### src/hdl/hdlc_rx_pkg.sv
// Behaviour
// - Line port detects mark idle, optionally inverts data, selects programmed slot.
// - Inside a frame, a zero after five ones is deleted.
// - Four-bit short counter; short flag when closed frame below minimum with bytes stored.
// - Packet status becomes visible only when the packet's last byte leaves the FIFO.
// - At closing flag checker state examined; mismatch sets checksum error bit 2.
// - Keep-checksum control set stores received check bytes; clear discards them.
// - Destuffed bits pass a 32-bit shift register, delivering bytes to the FIFO.
// - Filtering compares leading address bytes to four addresses plus broadcast; mismatch drops frame.
// - Optionally the command/response bit 1 of first address byte is ignored.
// - Address control bits 4 to 0 all zero disables filtering.
// - Byte-ready flag set while output holds data; clears when read empties FIFO.
// - Level signal high when occupancy reaches threshold bits 7 to 4; feeds request.
// - DMA request at threshold or last byte stored; ends at empty or last removed.
// - Byte-ready drops at last byte removal; stays low until count low read.
// - Byte counter counts packet bytes read out; copied to count register at last removal.
// - Reaching maximum size before closing flag marks that byte last, sets oversize flag.
// - Eight bits make a byte; other count at closing flag records residue, delayed.
// - Partial final byte is right-justified before entering the FIFO.
// - Transparent mode bypasses flags, checksum and deletion; raw bytes stored while enabled.
// - Transparent mode one stops requests after maximum count stored; done flag at read-out.
// - Transparent mode two runs while enabled; clearing stops requests; no byte is marked last, so the done flag never sets.
// - Multiplexed transparent mode takes seven bits per slot, still eight per byte.
// - Check sequence uses x^16+x^12+x^5+1 over unstuffed bits between flags.
// - Multiplexed mode takes one programmed slot of 32; plain mode takes every bit.
package hdlc_rx_pkg;
	localparam int          FIFO_DEPTH    = 32;
	localparam int          BUF_DEPTH     = 4;
	localparam int          ENTRY_W       = 9;
	localparam logic [15:0] CRC_POLY      = 16'h1021;
	localparam logic [15:0] CRC_INIT      = 16'hFFFF;
	localparam logic [15:0] CRC_GOOD      = 16'h1D0F;
	localparam logic [7:0]  FLAG_BYTE     = 8'h7E;
	localparam logic [7:0]  BCAST_ADDR    = 8'hFF;
	localparam int          STUFF_ONES    = 5;
	localparam int          ABORT_ONES    = 7;
	localparam int          IDLE_ONES     = 15;
	localparam int          BITS_PER_BYTE = 8;
	localparam int          BITS_56K      = 7;
	localparam int          SLOT_BITS     = 8;
	localparam int          CRC_ERR_BIT   = 2;
	localparam int          KEEP_FCS_BIT  = 7;
	localparam int          CR_BIT        = 1;
	localparam int          TRANS_BIT     = 7;
	localparam int          TMODE1_BIT    = 6;
	typedef logic [ENTRY_W-1:0] entry_t;
endpackage : hdlc_rx_pkg

### src/hdl/byte_stream_if.sv
`timescale 1ns/1ps
`default_nettype none
interface byte_stream_if #(parameter int W = 9);
	logic         valid;
	logic         ready;
	logic [W-1:0] data;
	modport src (output valid, output data, input ready);
	modport dst (input valid, input data, output ready);
endinterface : byte_stream_if
`default_nettype wire

### src/hdl/rx_fifo.sv
`timescale 1ns/1ps
`default_nettype none
module rx_fifo #(
	parameter int W     = 9,
	parameter int DEPTH = 4
) (
	// Clock and reset
	input  wire logic           clk_sys_i,
	input  wire logic           reset_n_i,
	input  wire logic           flush_i,
	// Streams
	byte_stream_if.dst          in_s,
	byte_stream_if.src          out_s,
	// Occupancy
	output logic [$clog2(DEPTH+1)-1:0] level_o
);
	localparam int AW = $clog2(DEPTH);
	logic [W-1:0]  mem [DEPTH];
	logic [AW-1:0] wr_ptr;
	logic [AW-1:0] rd_ptr;
	logic [AW:0]   count;
	logic          push;
	logic          pop;

	assign in_s.ready  = (count != (AW+1)'(DEPTH));
	assign out_s.valid = (count != '0);
	assign out_s.data  = mem[rd_ptr];
	assign push        = in_s.valid && in_s.ready;
	assign pop         = out_s.valid && out_s.ready;
	assign level_o     = count;

	always_ff @(posedge clk_sys_i)
	begin
		if (push)
			mem[wr_ptr] <= in_s.data;
	end

	always_ff @(posedge clk_sys_i or negedge reset_n_i)
	begin
		if (!reset_n_i)
		begin
			wr_ptr <= '0;
			rd_ptr <= '0;
			count  <= '0;
		end
		else if (flush_i)
		begin
			wr_ptr <= '0;
			rd_ptr <= '0;
			count  <= '0;
		end
		else
		begin
			if (push)
				wr_ptr <= (wr_ptr == AW'(DEPTH-1)) ? '0 : wr_ptr + AW'(1);
			if (pop)
				rd_ptr <= (rd_ptr == AW'(DEPTH-1)) ? '0 : rd_ptr + AW'(1);
			count <= count + (AW+1)'(push) - (AW+1)'(pop);
		end
	end
endmodule : rx_fifo
`default_nettype wire

### src/hdl/hdlc_frame_receiver.sv
`timescale 1ns/1ps
`default_nettype none
module hdlc_frame_receiver (
	// Clock and reset
	input  wire logic        clk_sys_i,
	input  wire logic        reset_n_i,
	// Line port
	input  wire logic        serial_line_in_i,
	input  wire logic        line_clk_i,
	input  wire logic        slot_sync_i,
	// Control
	input  wire logic        rx_on_i,
	input  wire logic        invert_i,
	input  wire logic        mux_mode_i,
	input  wire logic [4:0]  slot_sel_i,
	input  wire logic [7:0]  cmd_ctrl_i,
	input  wire logic [7:0]  residual_ctrl_i,
	input  wire logic [7:0]  addr_ctrl_i,
	input  wire logic        ignore_cr_i,
	input  wire logic [7:0]  addr0_i,
	input  wire logic [7:0]  addr1_i,
	input  wire logic [7:0]  addr2_i,
	input  wire logic [7:0]  addr3_i,
	input  wire logic [3:0]  min_size_i,
	input  wire logic [7:0]  max_size_i,
	input  wire logic [7:0]  threshold_i,
	// Host read side
	input  wire logic        data_rd_i,
	input  wire logic        count_lo_rd_i,
	output logic [7:0]       rx_data_o,
	output logic             rx_byte_ready_o,
	output logic             rx_level_hit_o,
	output logic             rx_dma_request_o,
	output logic             eop_stored_o,
	// Delayed packet status, then live mark idle
	output logic [7:0]       frame_status_o,
	output logic [7:0]       byte_count_o,
	output logic [2:0]       residue_o,
	output logic             rx_done_flag_o,
	output logic             mark_idle_o
);
	import hdlc_rx_pkg::*;

	// Two-flop sync of link pins
	logic [2:0] s1, s2;
	logic       clk_d;
	always_ff @(posedge clk_sys_i or negedge reset_n_i)
	begin
		if (!reset_n_i)
		begin
			s1    <= '0;
			s2    <= '0;
			clk_d <= 1'b0;
		end
		else
		begin
			s1    <= {slot_sync_i, line_clk_i, serial_line_in_i};
			s2    <= s1;
			clk_d <= s2[1];
		end
	end
	logic bit_edge;
	logic line_bit;
	assign bit_edge = s2[1] && !clk_d;
	assign line_bit = s2[0] ^ invert_i;

	// Slot position: 32 slots of 8 bits after sync
	logic [4:0] slot_no;
	logic [2:0] slot_bit;
	always_ff @(posedge clk_sys_i or negedge reset_n_i)
	begin
		if (!reset_n_i)
		begin
			slot_no  <= '0;
			slot_bit <= '0;
		end
		else if (bit_edge)
		begin
			if (s2[2])
			begin
				slot_no  <= '0;
				slot_bit <= 3'd1;
			end
			else
			begin
				slot_bit <= slot_bit + 3'd1;
				if (slot_bit == 3'(SLOT_BITS-1))
					slot_no <= slot_no + 5'd1;
			end
		end
	end
	logic transparent;
	logic tmode1;
	logic in_slot;
	logic take_bit;
	logic [2:0] cur_bit;
	assign transparent = residual_ctrl_i[TRANS_BIT];
	assign tmode1      = residual_ctrl_i[TMODE1_BIT];
	assign cur_bit     = s2[2] ? 3'd0 : slot_bit;
	assign in_slot     = s2[2] ? (slot_sel_i == 5'd0) : (slot_no == slot_sel_i);
	// Eighth bit (bit 7) of each slot dropped in 56k mode
	assign take_bit = bit_edge && (!mux_mode_i || (in_slot &&
		!(transparent && cur_bit == 3'(BITS_56K))));

	// Flag, abort, destuffing
	typedef enum {HUNT, SYNC, DATA, DROP} rx_state_e;
	rx_state_e   state;
	logic [3:0]  ones;
	logic [7:0]  hist;
	logic [31:0] shreg;
	logic [2:0]  bitcnt;
	logic [15:0] crc;
	logic        flag_seen;
	logic        abort_seen;
	logic        stuffed;
	logic [3:0]  next_ones;
	logic [15:0] next_crc;
	assign next_ones  = line_bit ? ((ones == 4'd15) ? ones : ones + 4'd1) : 4'd0;
	assign flag_seen  = !transparent && ({hist[6:0], line_bit} == FLAG_BYTE);
	assign abort_seen = !transparent && next_ones >= 4'(ABORT_ONES);
	assign stuffed    = !transparent && !line_bit && ones == 4'(STUFF_ONES);
	// Checker lags seven bits so the flag head never enters it
	assign next_crc   = {crc[14:0], 1'b0} ^ ((crc[15] ^ shreg[25]) ? CRC_POLY : 16'h0000);

	// Byte pipeline into FIFO
	logic [3:0]  short_cnt;
	logic [7:0]  pkt_cnt;
	logic [1:0]  addr_idx;
	logic        tr_stop;
	logic        byte_done;
	logic [7:0]  new_byte;
	logic        addr_ok;
	logic        pend_v;
	logic [7:0]  pend;
	entry_t      em [4];
	logic [2:0]  em_n;
	entry_t      close_e [4];
	logic [2:0]  close_n;
	logic [4:0]  fill;
	logic [7:0]  dbyte;
	logic        em_pop;
	logic [7:0]  st_bits;
	logic [2:0]  st_res;
	assign byte_done = take_bit && !transparent && !abort_seen && !flag_seen && !stuffed
		&& (state == SYNC || state == DATA) && fill == 5'd23 && bitcnt == 3'(BITS_PER_BYTE-1);
	assign new_byte  = {shreg[9], dbyte[7:1]};

	// Closing entries: held byte, right-justified residue, optional check bytes
	always_comb
	begin
		close_n = '0;
		close_e = '{default: '0};
		if (pend_v)
		begin
			close_e[0] = {1'b0, pend};
			close_n    = 3'd1;
		end
		if (bitcnt != 3'd0)
		begin
			close_e[close_n[1:0]] = {1'b0, dbyte >> (4'd8 - {1'b0, bitcnt})};
			close_n               = close_n + 3'd1;
		end
		if (cmd_ctrl_i[KEEP_FCS_BIT])
		begin
			close_e[close_n[1:0]]        = {1'b0, shreg[16:9]};
			close_e[close_n[1:0] + 2'd1] = {1'b0, shreg[24:17]};
			close_n                      = close_n + 3'd2;
		end
		if (close_n != 3'd0)
			close_e[close_n[1:0] - 2'd1][8] = 1'b1;
	end

	function automatic logic match(input logic [7:0] b, input logic [7:0] a, input logic cr);
		logic [7:0] m;
		m = cr ? 8'hFD : 8'hFF;
		return ((b & m) == (a & m));
	endfunction : match
	always_comb
	begin
		addr_ok = (new_byte == BCAST_ADDR)
			|| (addr_ctrl_i[0] && match(new_byte, addr0_i, ignore_cr_i && addr_idx == 2'd0))
			|| (addr_ctrl_i[1] && match(new_byte, addr1_i, ignore_cr_i && addr_idx == 2'd0))
			|| (addr_ctrl_i[2] && match(new_byte, addr2_i, ignore_cr_i && addr_idx == 2'd0))
			|| (addr_ctrl_i[3] && match(new_byte, addr3_i, ignore_cr_i && addr_idx == 2'd0));
	end
	// Bit 4 selects second byte; bits 4-0 zero disables filter
	logic check_now;
	assign check_now = (addr_ctrl_i[4:0] != 5'd0) && !transparent
		&& ((addr_idx == 2'd0 && addr_ctrl_i[3:0] != 4'd0) || (addr_idx == 2'd1 && addr_ctrl_i[4]));

	always_ff @(posedge clk_sys_i or negedge reset_n_i)
	begin
		if (!reset_n_i)
		begin
			state     <= HUNT;
			ones      <= '0;
			hist      <= '0;
			shreg     <= '0;
			bitcnt    <= '0;
			crc       <= CRC_INIT;
			short_cnt <= '0;
			pkt_cnt   <= '0;
			addr_idx  <= '0;
			pend_v    <= 1'b0;
			pend      <= '0;
			em        <= '{default: '0};
			em_n      <= '0;
			fill      <= '0;
			dbyte     <= '0;
			st_bits   <= '0;
			st_res    <= '0;
			tr_stop   <= 1'b0;
		end
		else
		begin
			// Pops happen only off bit cycles, so they never meet an append
			if (em_pop)
			begin
				em[0] <= em[1];
				em[1] <= em[2];
				em[2] <= em[3];
				em_n  <= em_n - 3'd1;
			end
			if (!rx_on_i)
				tr_stop <= 1'b0;
			if (!rx_on_i)
				state <= HUNT;
			else if (take_bit)
			begin
				ones <= next_ones;
				hist <= {hist[6:0], line_bit};
				if (transparent)
				begin
					shreg  <= {line_bit, shreg[31:1]};
					bitcnt <= bitcnt + 3'd1;
					if (bitcnt == 3'(BITS_PER_BYTE-1) && !tr_stop && em_n != 3'd4)
					begin
						pkt_cnt       <= pkt_cnt + 8'd1;
						em_n          <= em_n + 3'd1;
						em[em_n[1:0]] <= {tmode1 && pkt_cnt + 8'd1 == max_size_i, line_bit, shreg[31:25]};
						if (tmode1 && pkt_cnt + 8'd1 == max_size_i)
							tr_stop <= 1'b1;
					end
				end
				else if (abort_seen)
					state <= HUNT;
				else if (flag_seen)
				begin
					// Closing flag: the window holds check bytes and flag head
					if (state == DATA && fill == 5'd23 && close_n != 3'd0)
					begin
						st_bits <= '0;
						st_bits[CRC_ERR_BIT] <= (crc != CRC_GOOD);
						st_bits[0] <= (short_cnt < min_size_i);
						st_bits[3] <= (bitcnt != 3'd0);
						st_res  <= bitcnt;
						// Queue is empty here: it drains within a bit time
						em      <= close_e;
						em_n    <= close_n;
						pend_v  <= 1'b0;
					end
					state    <= SYNC;
					bitcnt   <= '0;
					fill     <= '0;
					crc      <= CRC_INIT;
					short_cnt <= '0;
					pkt_cnt  <= '0;
					addr_idx <= '0;
				end
				else if ((state == SYNC || state == DATA) && !stuffed)
				begin
					state  <= DATA;
					shreg  <= {line_bit, shreg[31:1]};
					// 23-bit lag hides check sequence and flag head until the frame ends
					if (fill != 5'd23)
						fill <= fill + 5'd1;
					if (fill >= 5'd7)
						crc <= next_crc;
					if (fill == 5'd23)
					begin
						dbyte  <= new_byte;
						bitcnt <= bitcnt + 3'd1;
					end
					if (byte_done)
					begin
						if (short_cnt != 4'hF)
							short_cnt <= short_cnt + 4'd1;
						if (addr_idx != 2'd2)
							addr_idx <= addr_idx + 2'd1;
						if (check_now && !addr_ok)
							state <= DROP;
						else
						begin
							pend_v <= 1'b1;
							pend   <= new_byte;
							if (pend_v)
							begin
								em[em_n[1:0]] <= {pkt_cnt + 8'd1 == max_size_i, pend};
								em_n          <= em_n + 3'd1;
								pkt_cnt       <= pkt_cnt + 8'd1;
								if (pkt_cnt + 8'd1 == max_size_i)
								begin
									st_bits <= 8'h02;
									st_res  <= '0;
									state   <= DROP;
								end
							end
						end
					end
				end
			end
			if (state == HUNT || state == DROP)
				pend_v <= 1'b0;
		end
	end

	// Mark idle outside a frame
	logic [3:0] idle_cnt;
	always_ff @(posedge clk_sys_i or negedge reset_n_i)
	begin
		if (!reset_n_i)
			idle_cnt <= '0;
		else if (take_bit)
			idle_cnt <= line_bit ? ((idle_cnt == 4'(IDLE_ONES)) ? idle_cnt : idle_cnt + 4'd1) : '0;
	end
	assign mark_idle_o = (idle_cnt == 4'(IDLE_ONES)) && state != DATA;

	// Small stage buffer, then 32-byte packet FIFO
	byte_stream_if #(.W(ENTRY_W)) stg_in ();
	byte_stream_if #(.W(ENTRY_W)) stg_out ();
	byte_stream_if #(.W(ENTRY_W)) main_out ();
	assign stg_in.valid = (em_n != 3'd0) && !take_bit;
	assign stg_in.data  = em[0];
	assign em_pop       = stg_in.valid && stg_in.ready;
	rx_fifo #(.W(ENTRY_W), .DEPTH(BUF_DEPTH)) u_stage (
		.clk_sys_i (clk_sys_i),
		.reset_n_i (reset_n_i),
		.flush_i   (1'b0),
		.in_s      (stg_in),
		.out_s     (stg_out),
		.level_o   ()
	);
	logic [5:0] level;
	rx_fifo #(.W(ENTRY_W), .DEPTH(FIFO_DEPTH)) u_main (
		.clk_sys_i (clk_sys_i),
		.reset_n_i (reset_n_i),
		.flush_i   (1'b0),
		.in_s      (stg_out),
		.out_s     (main_out),
		.level_o   (level)
	);

	// Host side: status held back until last byte leaves
	logic blocked;
	logic eop_in_fifo;
	logic       pop;
	logic       pop_last;
	logic [7:0] out_cnt;
	assign pop      = data_rd_i && main_out.valid && !blocked;
	assign pop_last = pop && main_out.data[8];
	assign main_out.ready = pop;
	assign rx_data_o = main_out.data[7:0];
	assign rx_byte_ready_o = main_out.valid && !blocked;
	assign rx_level_hit_o  = (level >= {2'b00, threshold_i[7:4]}) && level != '0;
	assign eop_stored_o    = eop_in_fifo;
	always_ff @(posedge clk_sys_i or negedge reset_n_i)
	begin
		if (!reset_n_i)
		begin
			blocked        <= 1'b0;
			eop_in_fifo    <= 1'b0;
			out_cnt        <= '0;
			frame_status_o <= '0;
			byte_count_o   <= '0;
			residue_o      <= '0;
			rx_done_flag_o <= 1'b0;
			rx_dma_request_o <= 1'b0;
		end
		else
		begin
			if (stg_out.valid && stg_out.ready && stg_out.data[8])
				eop_in_fifo <= 1'b1;
			else if (pop_last)
				eop_in_fifo <= 1'b0;
			if (pop)
				out_cnt <= pop_last ? 8'd0 : out_cnt + 8'd1;
			if (pop_last)
			begin
				blocked        <= 1'b1;
				byte_count_o   <= out_cnt + 8'd1;
				frame_status_o <= transparent ? 8'h00 : st_bits;
				residue_o      <= st_res;
				rx_done_flag_o <= 1'b1;
			end
			else if (count_lo_rd_i)
			begin
				blocked        <= 1'b0;
				rx_done_flag_o <= 1'b0;
			end
			if (pop_last || (pop && level == 6'd1) || (transparent && !rx_on_i && !tmode1))
				rx_dma_request_o <= 1'b0;
			else if (!blocked && (rx_level_hit_o || eop_in_fifo))
				rx_dma_request_o <= 1'b1;
		end
	end
endmodule : hdlc_frame_receiver
`default_nettype wire

### config.mk
export PLATFORM = sky130hd
export DESIGN_NAME = hdlc_frame_receiver
export DESIGN_NICKNAME = d
export VERILOG_FILES = /design/src/hdl/hdlc_rx_pkg.sv /design/src/hdl/byte_stream_if.sv /design/src/hdl/rx_fifo.sv /design/src/hdl/hdlc_frame_receiver.sv
export SDC_FILE = /design/constraint.sdc
export NUM_CORES = 1
export LEC_CHECK = 0
export ABC_AREA = 0
export BUFFER_PORTS_ARGS = -buffer_cell sky130_fd_sc_hd__buf_4
export CAP_MARGIN = 40
export CORE_ASPECT_RATIO = 1.4
export CORE_UTILIZATION = 65
export DETAILED_ROUTE_END_ITERATION = 16
export PLACE_DENSITY = 0.89
export SKIP_CTS_REPAIR_TIMING = 1
export SYNTH_ARGS = -nofsm -noshare
export SYNTH_HDL_FRONTEND = slang
export SYNTH_SLANG_ARGS = --single-unit
### constraint.sdc
create_clock -name clk_sys_i -period 6.4 [get_ports clk_sys_i]
set_input_delay 1.28 -clock clk_sys_i [delete_from_list [all_inputs] [get_ports clk_sys_i]]
set_output_delay 1.28 -clock clk_sys_i [all_outputs]
set_load 0.03 [all_outputs]
# Word-level counts from Yosys, hierarchy flattened
# Memory sizes are Yosys's and may differ from the RTL's.
# Cells that the tools add are included.
[op_classes]
eq_ne = 47
shifts = 1
reduce_logical = 123
add_sub_neg = 25
bitwise_logic = 18
div = 0
n_mux = 144
magnitude_cmp = 14
mul = 0
[ops]
columns = ["op", "n"]
rows = [
  ["36-bit 2-to-1 mux", 14],
  ["32-bit 2-to-1 mux", 10],
  ["36-bit bitwise mux", 5],
  ["8-bit 2-to-1 mux", 18],
  ["9-bit demux with 2-bit select", 5],
  ["3-bit 2-to-1 mux", 28],
  ["32-bit by 3-bit == test with 1-bit output (second input constant)", 2],
  ["1-bit logical AND", 51],
  ["16-bit 2-to-1 mux", 3],
  ["9-bit 2-to-1 mux", 5],
  ["8-bit bitwise AND", 5],
  ["8-bit == test", 5],
  ["36-bit bitwise OR", 1],
  ["5-bit 2-to-1 mux", 7],
  ["32-bit by 2-bit == test with 1-bit output (second input constant)", 1],
  ["32-bit logical NOT", 1],
  ["1-bit 2-to-1 mux", 32],
  ["4-bit 2-to-1 mux", 8],
  ["32-bit by 3-bit inequality test with 1-bit output (second input constant)", 1],
  ["2-bit nonzero test", 15],
  ["3-bit nonzero test", 10],
  ["27-bit 2-to-1 mux", 1],
  ["8-bit AND reduction", 3],
  ["7-bit AND reduction", 3],
  ["other kinds (59)", 138],
]
[word_totals]
elab_cells = 414
rom_bits = 0
register_bits = 253
mem_count = 2
output_inout_bits = 33
mem_bits_rw = 324
latch_bits = 0
[memory_table]
columns = ["name", "depth", "width", "rd", "rd_clocked_by_memory_dff", "wr", "line", "rtl"]
rows = [
  ["u_main.mem", 32, 9, 1, 0, 1, "rx_fifo.sv:18", "logic [W-1:0] mem [DEPTH];"],
  ["u_stage.mem", 4, 9, 1, 0, 1, "rx_fifo.sv:18", ""],
]

# Longest topological paths before layout
# Gate-level depths: netlist of the first run.
[logic_depth]
depth_word = 22
depth_mapped = 17

# Cells and area by module
# A second synthesis of the first run with hierarchy kept.
[hier_totals]
hier_cells = 2048
hier_area_um2 = 25502.0
[modules_own_cells]
columns = ["mod", "instances", "area_each_um2", "cells_per_inst"]
rows = [
  ["rx_fifo (u_main)", 1, 12346.8, 692],
  ["hdlc_frame_receiver", 1, 11390.9, 1264],
  ["rx_fifo (u_stage)", 1, 1764.2, 92],
]

# Worst setup path before layout of the first run
# OpenSTA, ideal clock, no wires.
[synth_path]
kind = "flip-flop to output port"
from = "register u_main.rd_ptr[0]"
to = "output port rx_data_o[0]"
arrival_ps = 3010
required_time_ps = 5120
stages_incl_launch_ff = 7
setup_slack_ps = 2110
path_buffers = 3
path_cell_list = "dfrtp_1 buf_2 clkbuf_1 buf_1 mux4_2 mux4_2 mux2_2"
[synth_between]
elab_chain_cells = 1
[synth_lines]
columns = ["element", "line", "rtl"]
rows = [
  ["start, declared", "rx_fifo.sv:20", "logic [AW-1:0] rd_ptr;"],
  ["start signal, assigned", "rx_fifo.sv:57", "rd_ptr <= (rd_ptr == AW'(DEPTH-1)) ? '0 : rd_ptr + AW'(1);"],
  ["memory read 32 x 9 bit", "n/a", ""],
  ["end, declared", "hdlc_frame_receiver.sv:30", "output logic [7:0] rx_data_o,"],
]
# Every way passes these cells.

# Worst setup path in the final report of the first run
[layout_path]
from = "register u_main.rd_ptr[0]"
to = "output port rx_data_o[7]"
# Same word-level chain as after synthesis.

==> impl_results.md, run 1 <==
* Status: finished clean
* Area leader, netlist: edfxtp_1
* Leak at about 0.011 µW
* Wirelength per Cell at 26.9 µm
* TritonCTS clock tree: done
* Commonest cells post-synth: edfxtp_1 (324), dfrtp_1 (190), nand2_1 (154)
* Clock sinks at 530
* Antenna cells at 0
* Most common cell in the synthesized netlist: edfxtp_1
* Clock buffer depth at 3
* Tcrit/Tclk final at 78.5%
* Count of final max-slew check failures at 0
* Max Fclk at 0.199 GHz
* Std-Cell Rows at between 80 and 90
* Design Area, Final at 28100 µm²
* Drt via density at a little under 7
* Final Critical Period at 5.02 ns
* Fin cells at roughly 2500
* Worst Max-Slew Pin Slew at 1.01 ns
* Initial antenna violation count at 0
* Max-cap violation count at 0
* Core box area at 37800 µm²
* Final GP Congestion at between 0.9 and 1
* Syn. warnings at 0
* ANT nets after route at 0
* Crit-path cells: buf_4 -> mux4_2 -> mux4_2 -> mux2_2 -> buf_4
* Global-route wire length before repair at 102 mm
* Dpl hpwl at 43.6 mm
* Power Total at ~13000 µW
* Total track usage at 34.5%
* #FFs+latches synth at 530
* # DRC at 0
* Pre-antenna DRT Iters at 5
* CP Class: reg -> out
* Most used DFF post-synth: edfxtp_1
* Area grow syn2layout at 11.7%
* DRT iter0 DRCs at ~1800
* CP max FO at 33
* WP data required at 5.12 ns
* Die height at 235 µm
* Register area at 14900 µm²
* Grt total ovfl at 0
* Max-slew headroom at 32.5%
* Clk_lat worst skew at 0.58 ns
* WP data arrival at 3.74 ns
* Post-place instance area at approximately 26000 µm²
* Nature of the critical path startpoint: register
* Critical path's slowest cell: dfrtp_4
* Vias at between 15000 and 20000
* Die Wd at 168 µm
* Nets at 2127
* Htree depth at 2
* Crit path largest cell delay at 0.88 ns
* Largest cells by area after synthesis: edfxtp_1 (39%), dfrtp_1 (19%), mux4_2 (9.0%)
* PwrDens at 448 nW/µm²
* Multi-input logic area at 9660 µm²
* # IOs at 125
* Filler Cell Count at 2277
* Mapped cell area at ~25000 µm²
* Setup violators final at 0
* Post-synth EDFFs at 324
* Hold Fails Final Rpt at 0
* Register area share after synthesis at 59.3%
* Die footprint at 39500 µm²
* DP Cell Count at approximately 2400
* Cell variety after synth at 85
* Mapped Cells at 1890
* Yosys top cell area share at 38.7%
* Via count of the first global-routing pass at 17400
* CTS Buf Count at 47
* Clock transition at the registers of the reported paths at 0.07 ns
* Avg Inst Size Synth at 13.3 µm²
* Setup tns final at 0 ns
* Peak supply drop at 0.272 mV
* Largest net degree at the start of global routing at 112
* Fraction of registers with async set/reset at 38.9%
* Final clock skew at 0.0214 ns
* Hold WC Path Type: reg -> reg
* Share of post-route cells with drive strength above 1 at 21.7%
* Clock root buffer: clkbuf_16
* RSZ-0062 raised after global routing: no
* Initial Util at 66.4%
* Port Buffers at 100
* Crit end category: primary output
* Routed wire length at roughly 67 mm
[placed cells by master, fill, tap and decap left out, types with 58 or more instances in the layout]
cell type,n
buf_4,142
dfrtp_1,188
ha_1,58
nand2_1,154
mux4_2,101
edfxtp_1,324
nor2_1,132
a21oi_1,91
o21ai_0,86
mux2_2,73
[kinds of logic after synthesis]
| logic type | share of synthesized area (%) |
|---|---|
| DFF | 59.3 |
| and+or+nand+nor | 9.07 |
| AOI/OAI and AO/OA | 9.88 |
| muxes | 13.8 |
| buffers and inverters | 2.57 |
| xor gates and xnor gates | 2.30 |
| adders and majority gates | 3.05 |
| other | 0.0149 |
[critical path: cells and delay by family, from the launching register on]
| family | cells | cell delay (ns) |
|---|---|---|
| mux | 3 | 1.50 |
| flops | 1 | 0.88 |
| buf+inv | 2 | 0.76 |
[state kept, by name, indices dropped and copies added (netlist names), 9 cells and up]
signal       flops
crc             16
em              27
shreg           23
stg_in.data      9
u_main.mem     288
u_stage.mem     36
[stage by stage]
step / util, % / setup slack [ns] / hold WS, ns
2_1_floorplan: - / 2.11 / 0.331
3_3_place_gp: 69.7 / 1.55 / 0.333
3_5_place_dp: 69.9 / 1.69 / 0.337
4_1_cts: 74.2 / 1.33 / 0.351
5_1_grt: 74.2 / 1.21 / 0.354
6_report: 74.2 / 1.38 / 0.351
[final cells by class]
type / instances / share of cell area [%]
clock buffer: 56 / 4.38
clock inverter: 31 / 1.35
inverter: 50 / 0.669
multi-input combinational: 1201 / 34.4
sequential: 530 / 53.1
tap: 473 / 2.11
timing repair buffer: 145 / 3.99
[worst paths after layout]
path	startpoint	to	slack [ns]	cells past startpoint
setup / recovery	u_main.rd_ptr[0]	rx_data_o[7]	1.38	5
hold / removal	s1[2]	s2[2]	0.35	0
setup reg to reg	bitcnt[0]	em[6]	1.51	11
hold reg to reg	s1[2]	s2[2]	0.35	0
max in group asynchronous	reset_n_i	residue_o[0]	4.36	2
min in group asynchronous	reset_n_i	out_cnt[4]	0.79	1
[report_power, final]
group          total [µW]  switching, µW  internal [µW]  leakage, µW
combinational        4300           2650           1650      0.00440
clock                2980           1280           1710     0.000790
sequential           5280            554           4730      0.00561
[metal layers]
layer  part of all wire [%]  routed length (µm)  vias up  track usage, %
met4                    6.4                4290        0            20.1
li1                       -                   -     7362               -
met1                     33               22300     8373            38.6
met3                    6.5                4330      262            4.38
met5                      0                   0        -               0
met2                     54               35900      946            62.7
(Power assumes the default switching activity.)
==> run 2, diff against run 1 <==
Settings changed: CORE_UTILIZATION 65 to 56, PLACE_DENSITY 0.89 to 0.82.
Clock period 6.4 ns to 4.4 ns, I/O delays scaled along.
==> impl_results.md, run 2 (synthesis results as in run 1) <==
* WP data required at 3.52 ns (was 5.12 ns)
* Global-route wire length before repair at 95.5 mm (was 102 mm)
* Initial Util at 56.9% (was 66.4%)
* Flop pwr share at 42.1% (was 42.0%)
* Clock sinks at 530 (unchanged)
* Dpl hpwl at 42.9 mm (was 43.6 mm)
* Worst reg2reg path depth at 13 (was 11)
* Largest net degree at the start of global routing at 90 (was 112)
* Switching part of the total at 34.1% (was 35.6%)
* PwrDens at 630 nW/µm² (was 448 nW/µm²)
* Largest registers: u_main.mem x288, u_stage.mem x36, em x27 (unchanged)
* Worst Max-Slew Pin Slew at 1.01 ns (about the same)
* Clock root buffer: clkbuf_16 (unchanged)
* Final clock skew at 0.0246 ns (was 0.0214 ns)
* Tcrit/Tclk final at 89.9%
* Via count of the first global-routing pass at 17300 (was 17400)
* Routed wire length at 61.5 mm (was 66.8 mm)
* Combinational share of power at 34.2% (about the same)
* Routed wl met3 at 3.75 mm (was 4.33 mm)
* WL met2 at 33.3 mm (was 35.9 mm)
* Initial antenna violation count at 0 (unchanged)
* Clock power frac at 23.7% (about the same)
* CP Class: reg -> out (unchanged)
* Status: finished clean (unchanged)
* RSZ-0062 raised after global routing: no (unchanged)
* Filler Cell Count at 3137 (was 2277)
* WP data arrival at 3.08 ns (was 3.74 ns)
* Most frequent cells in the layout: edfxtp_1 (324), dfrtp_1 (188), buf_4 (164) (was edfxtp_1 (324), dfrtp_1 (188), nand2_1 (154))
* Count of final max-slew check failures at 0 (unchanged)
* P_sw at 6110 µW (was 4480 µW)
* DRT iter0 DRCs at 1515 (was 1782)
* Core box area at 44200 µm² (was 37800 µm²)
* Clk_lat worst skew at 0.57 ns (was 0.58 ns)
* Register area at 14900 µm² (unchanged)
* Total track usage at 27.1% (was 34.5%)
* Max-slew headroom at 32.2% (was 32.5%)
* Port Buffers at 100 (unchanged)
* Htree depth at 2 (unchanged)
* Peak supply drop at 0.442 mV (was 0.272 mV)
* Nets at 2154 (was 2127)
* CP max FO at 17 (was 33)
* Setup tns final at 0 ns (unchanged)
* Die height at 253 µm (was 235 µm)
* Leak at 0.0109 µW (was 0.0108 µW)
* Largest register by flop count: u_main.mem (unchanged)
* Most common cell after layout, fill and taps aside: edfxtp_1 (unchanged)
* Hold WC Path Type: in -> async (was reg -> reg)
* ANT nets after route at 0 (unchanged)
* Int Pwr at 11800 µW (was 8090 µW)
* Max-cap violation count at 0 (unchanged)
* Clock buffer depth at 3 (unchanged)
* Max reg flops at 288 (unchanged)
* Final Critical Period at 3.96 ns
* Highest metal used: met4 (unchanged)
* Hold Worst Slack at 0.327 ns (was 0.351 ns)
* Clock transition at the registers of the reported paths at 0.06 ns (was 0.07 ns)
* CTS Buf Count at 49 (was 47)
* Multi-input logic area at 9640 µm² (was 9660 µm²)
* Final GP Congestion at 0.960 (was 0.943)
* Std-Cell Rows at 91 (was 84)
* Area grow syn2layout at 12.9% (was 11.7%)
* Hold Fails Final Rpt at 0 (unchanged)
* Wirelength per Cell at 23.7 µm (was 26.9 µm)
* Vias at 16600 (was 16900)
* Met1 wire length at 21.3 mm (was 22.3 mm)
* # IOs at 125 (unchanged)
* Crit end category: primary output (unchanged)
* Nature of the critical path startpoint: register (unchanged)
* Setup violators final at 0 (unchanged)
* Grt total ovfl at 0 (unchanged)
* Share of post-route cells with drive strength above 1 at 22.4% (was 21.7%)
* Antenna cells at 0 (unchanged)
* Pre-antenna DRT Iters at 6 (was 5)
* Max Fclk at 0.253 GHz
* Die Wd at 181 µm (was 168 µm)
* Drt via density at 6.37 (was 6.82)
* TritonCTS clock tree: done (unchanged)
* Power Total at 17900 µW (was 12600 µW)
* Die footprint at 45800 µm² (was 39500 µm²)
* # DRC at 0 (unchanged)
-- run 2: cell types whose count changed in the layout (fill, tap and decap cells not counted), moves of 2 or more --
| cell | change |
|---|---|
| buf_12 | +4 |
| buf_4 | +22 |
| bufinv_16 | -5 |
| clkbuf_1 | +12 |
| clkbuf_16 | +4 |
| clkbuf_8 | +5 |
| clkinv_1 | -8 |
| inv_6 | -2 |
| nor3_1 | +4 |
| nor3_2 | -4 |
-- run 2: power groups by stage --
| stage | sequential [µW] | combinational, µW | clock (µW) |
|---|---|---|---|
| floorplan | 7340 | 4190 | 0 |
| global placement | 7500 | 5730 | 0 |
| detailed placement | 7590 | 6050 | 0 |
| CTS | 7510 | 6110 | 4300 |
| global route | 7600 | 6580 | 4470 |
| finish | 7520 | 6120 | 4240 |
-- run 2: worst paths after layout --
path                                       start                to  slack (ns)
worst min register to register             s1[2]             s2[2]        0.35
worst max register to register         bitcnt[0]    stg_in.data[4]        0.53
max in group asynchronous              reset_n_i  u_main.rd_ptr[0]        3.07
worst max-delay path            u_main.rd_ptr[0]      rx_data_o[5]        0.44
worst min-delay path                   reset_n_i         shreg[26]        0.33
min in group clk_sys_i                     s1[2]             s2[2]        0.35
-- run 2: per-stage QoR --
step	cells	setup WS, ns	util (%)	area [µm²]
after global routing	2600	0.324	64.2	28400
after floorplan	1893	0.510	-	25100
final	2600	0.444	64.2	28400
after global placement	2504	0.469	60.5	26700
after CTS	2596	0.411	64.2	28300
after detailed placement	2505	0.411	60.5	26700
-- run 2: area by class of cell --
class / count / share of cell area (%)
Clock buffer: 77 / 5.09
Clock inverter: 14 / 0.573
Inverter: 50 / 0.661
Multi-Input combinational cell: 1201 / 34.0
Sequential cell: 530 / 52.5
Tap cell: 558 / 2.46
Timing Repair Buffer: 170 / 4.71
-- run 2: critical path, stage by stage, from the launching register on --
cell,delay [ns]
dfrtp_4,0.54
buf_4,0.37
mux4_2,0.58
mux4_2,0.53
mux2_2,0.31
buf_4,0.17
-- run 2: metal layers --
metal | up-vias | GRT usage (%)
met1 | 8148 | 29.9
met2 | 789 | 50.7
li1 | 7401 | -
met5 | - | 0
met3 | 215 | 3.65
met4 | 0 | 14.1
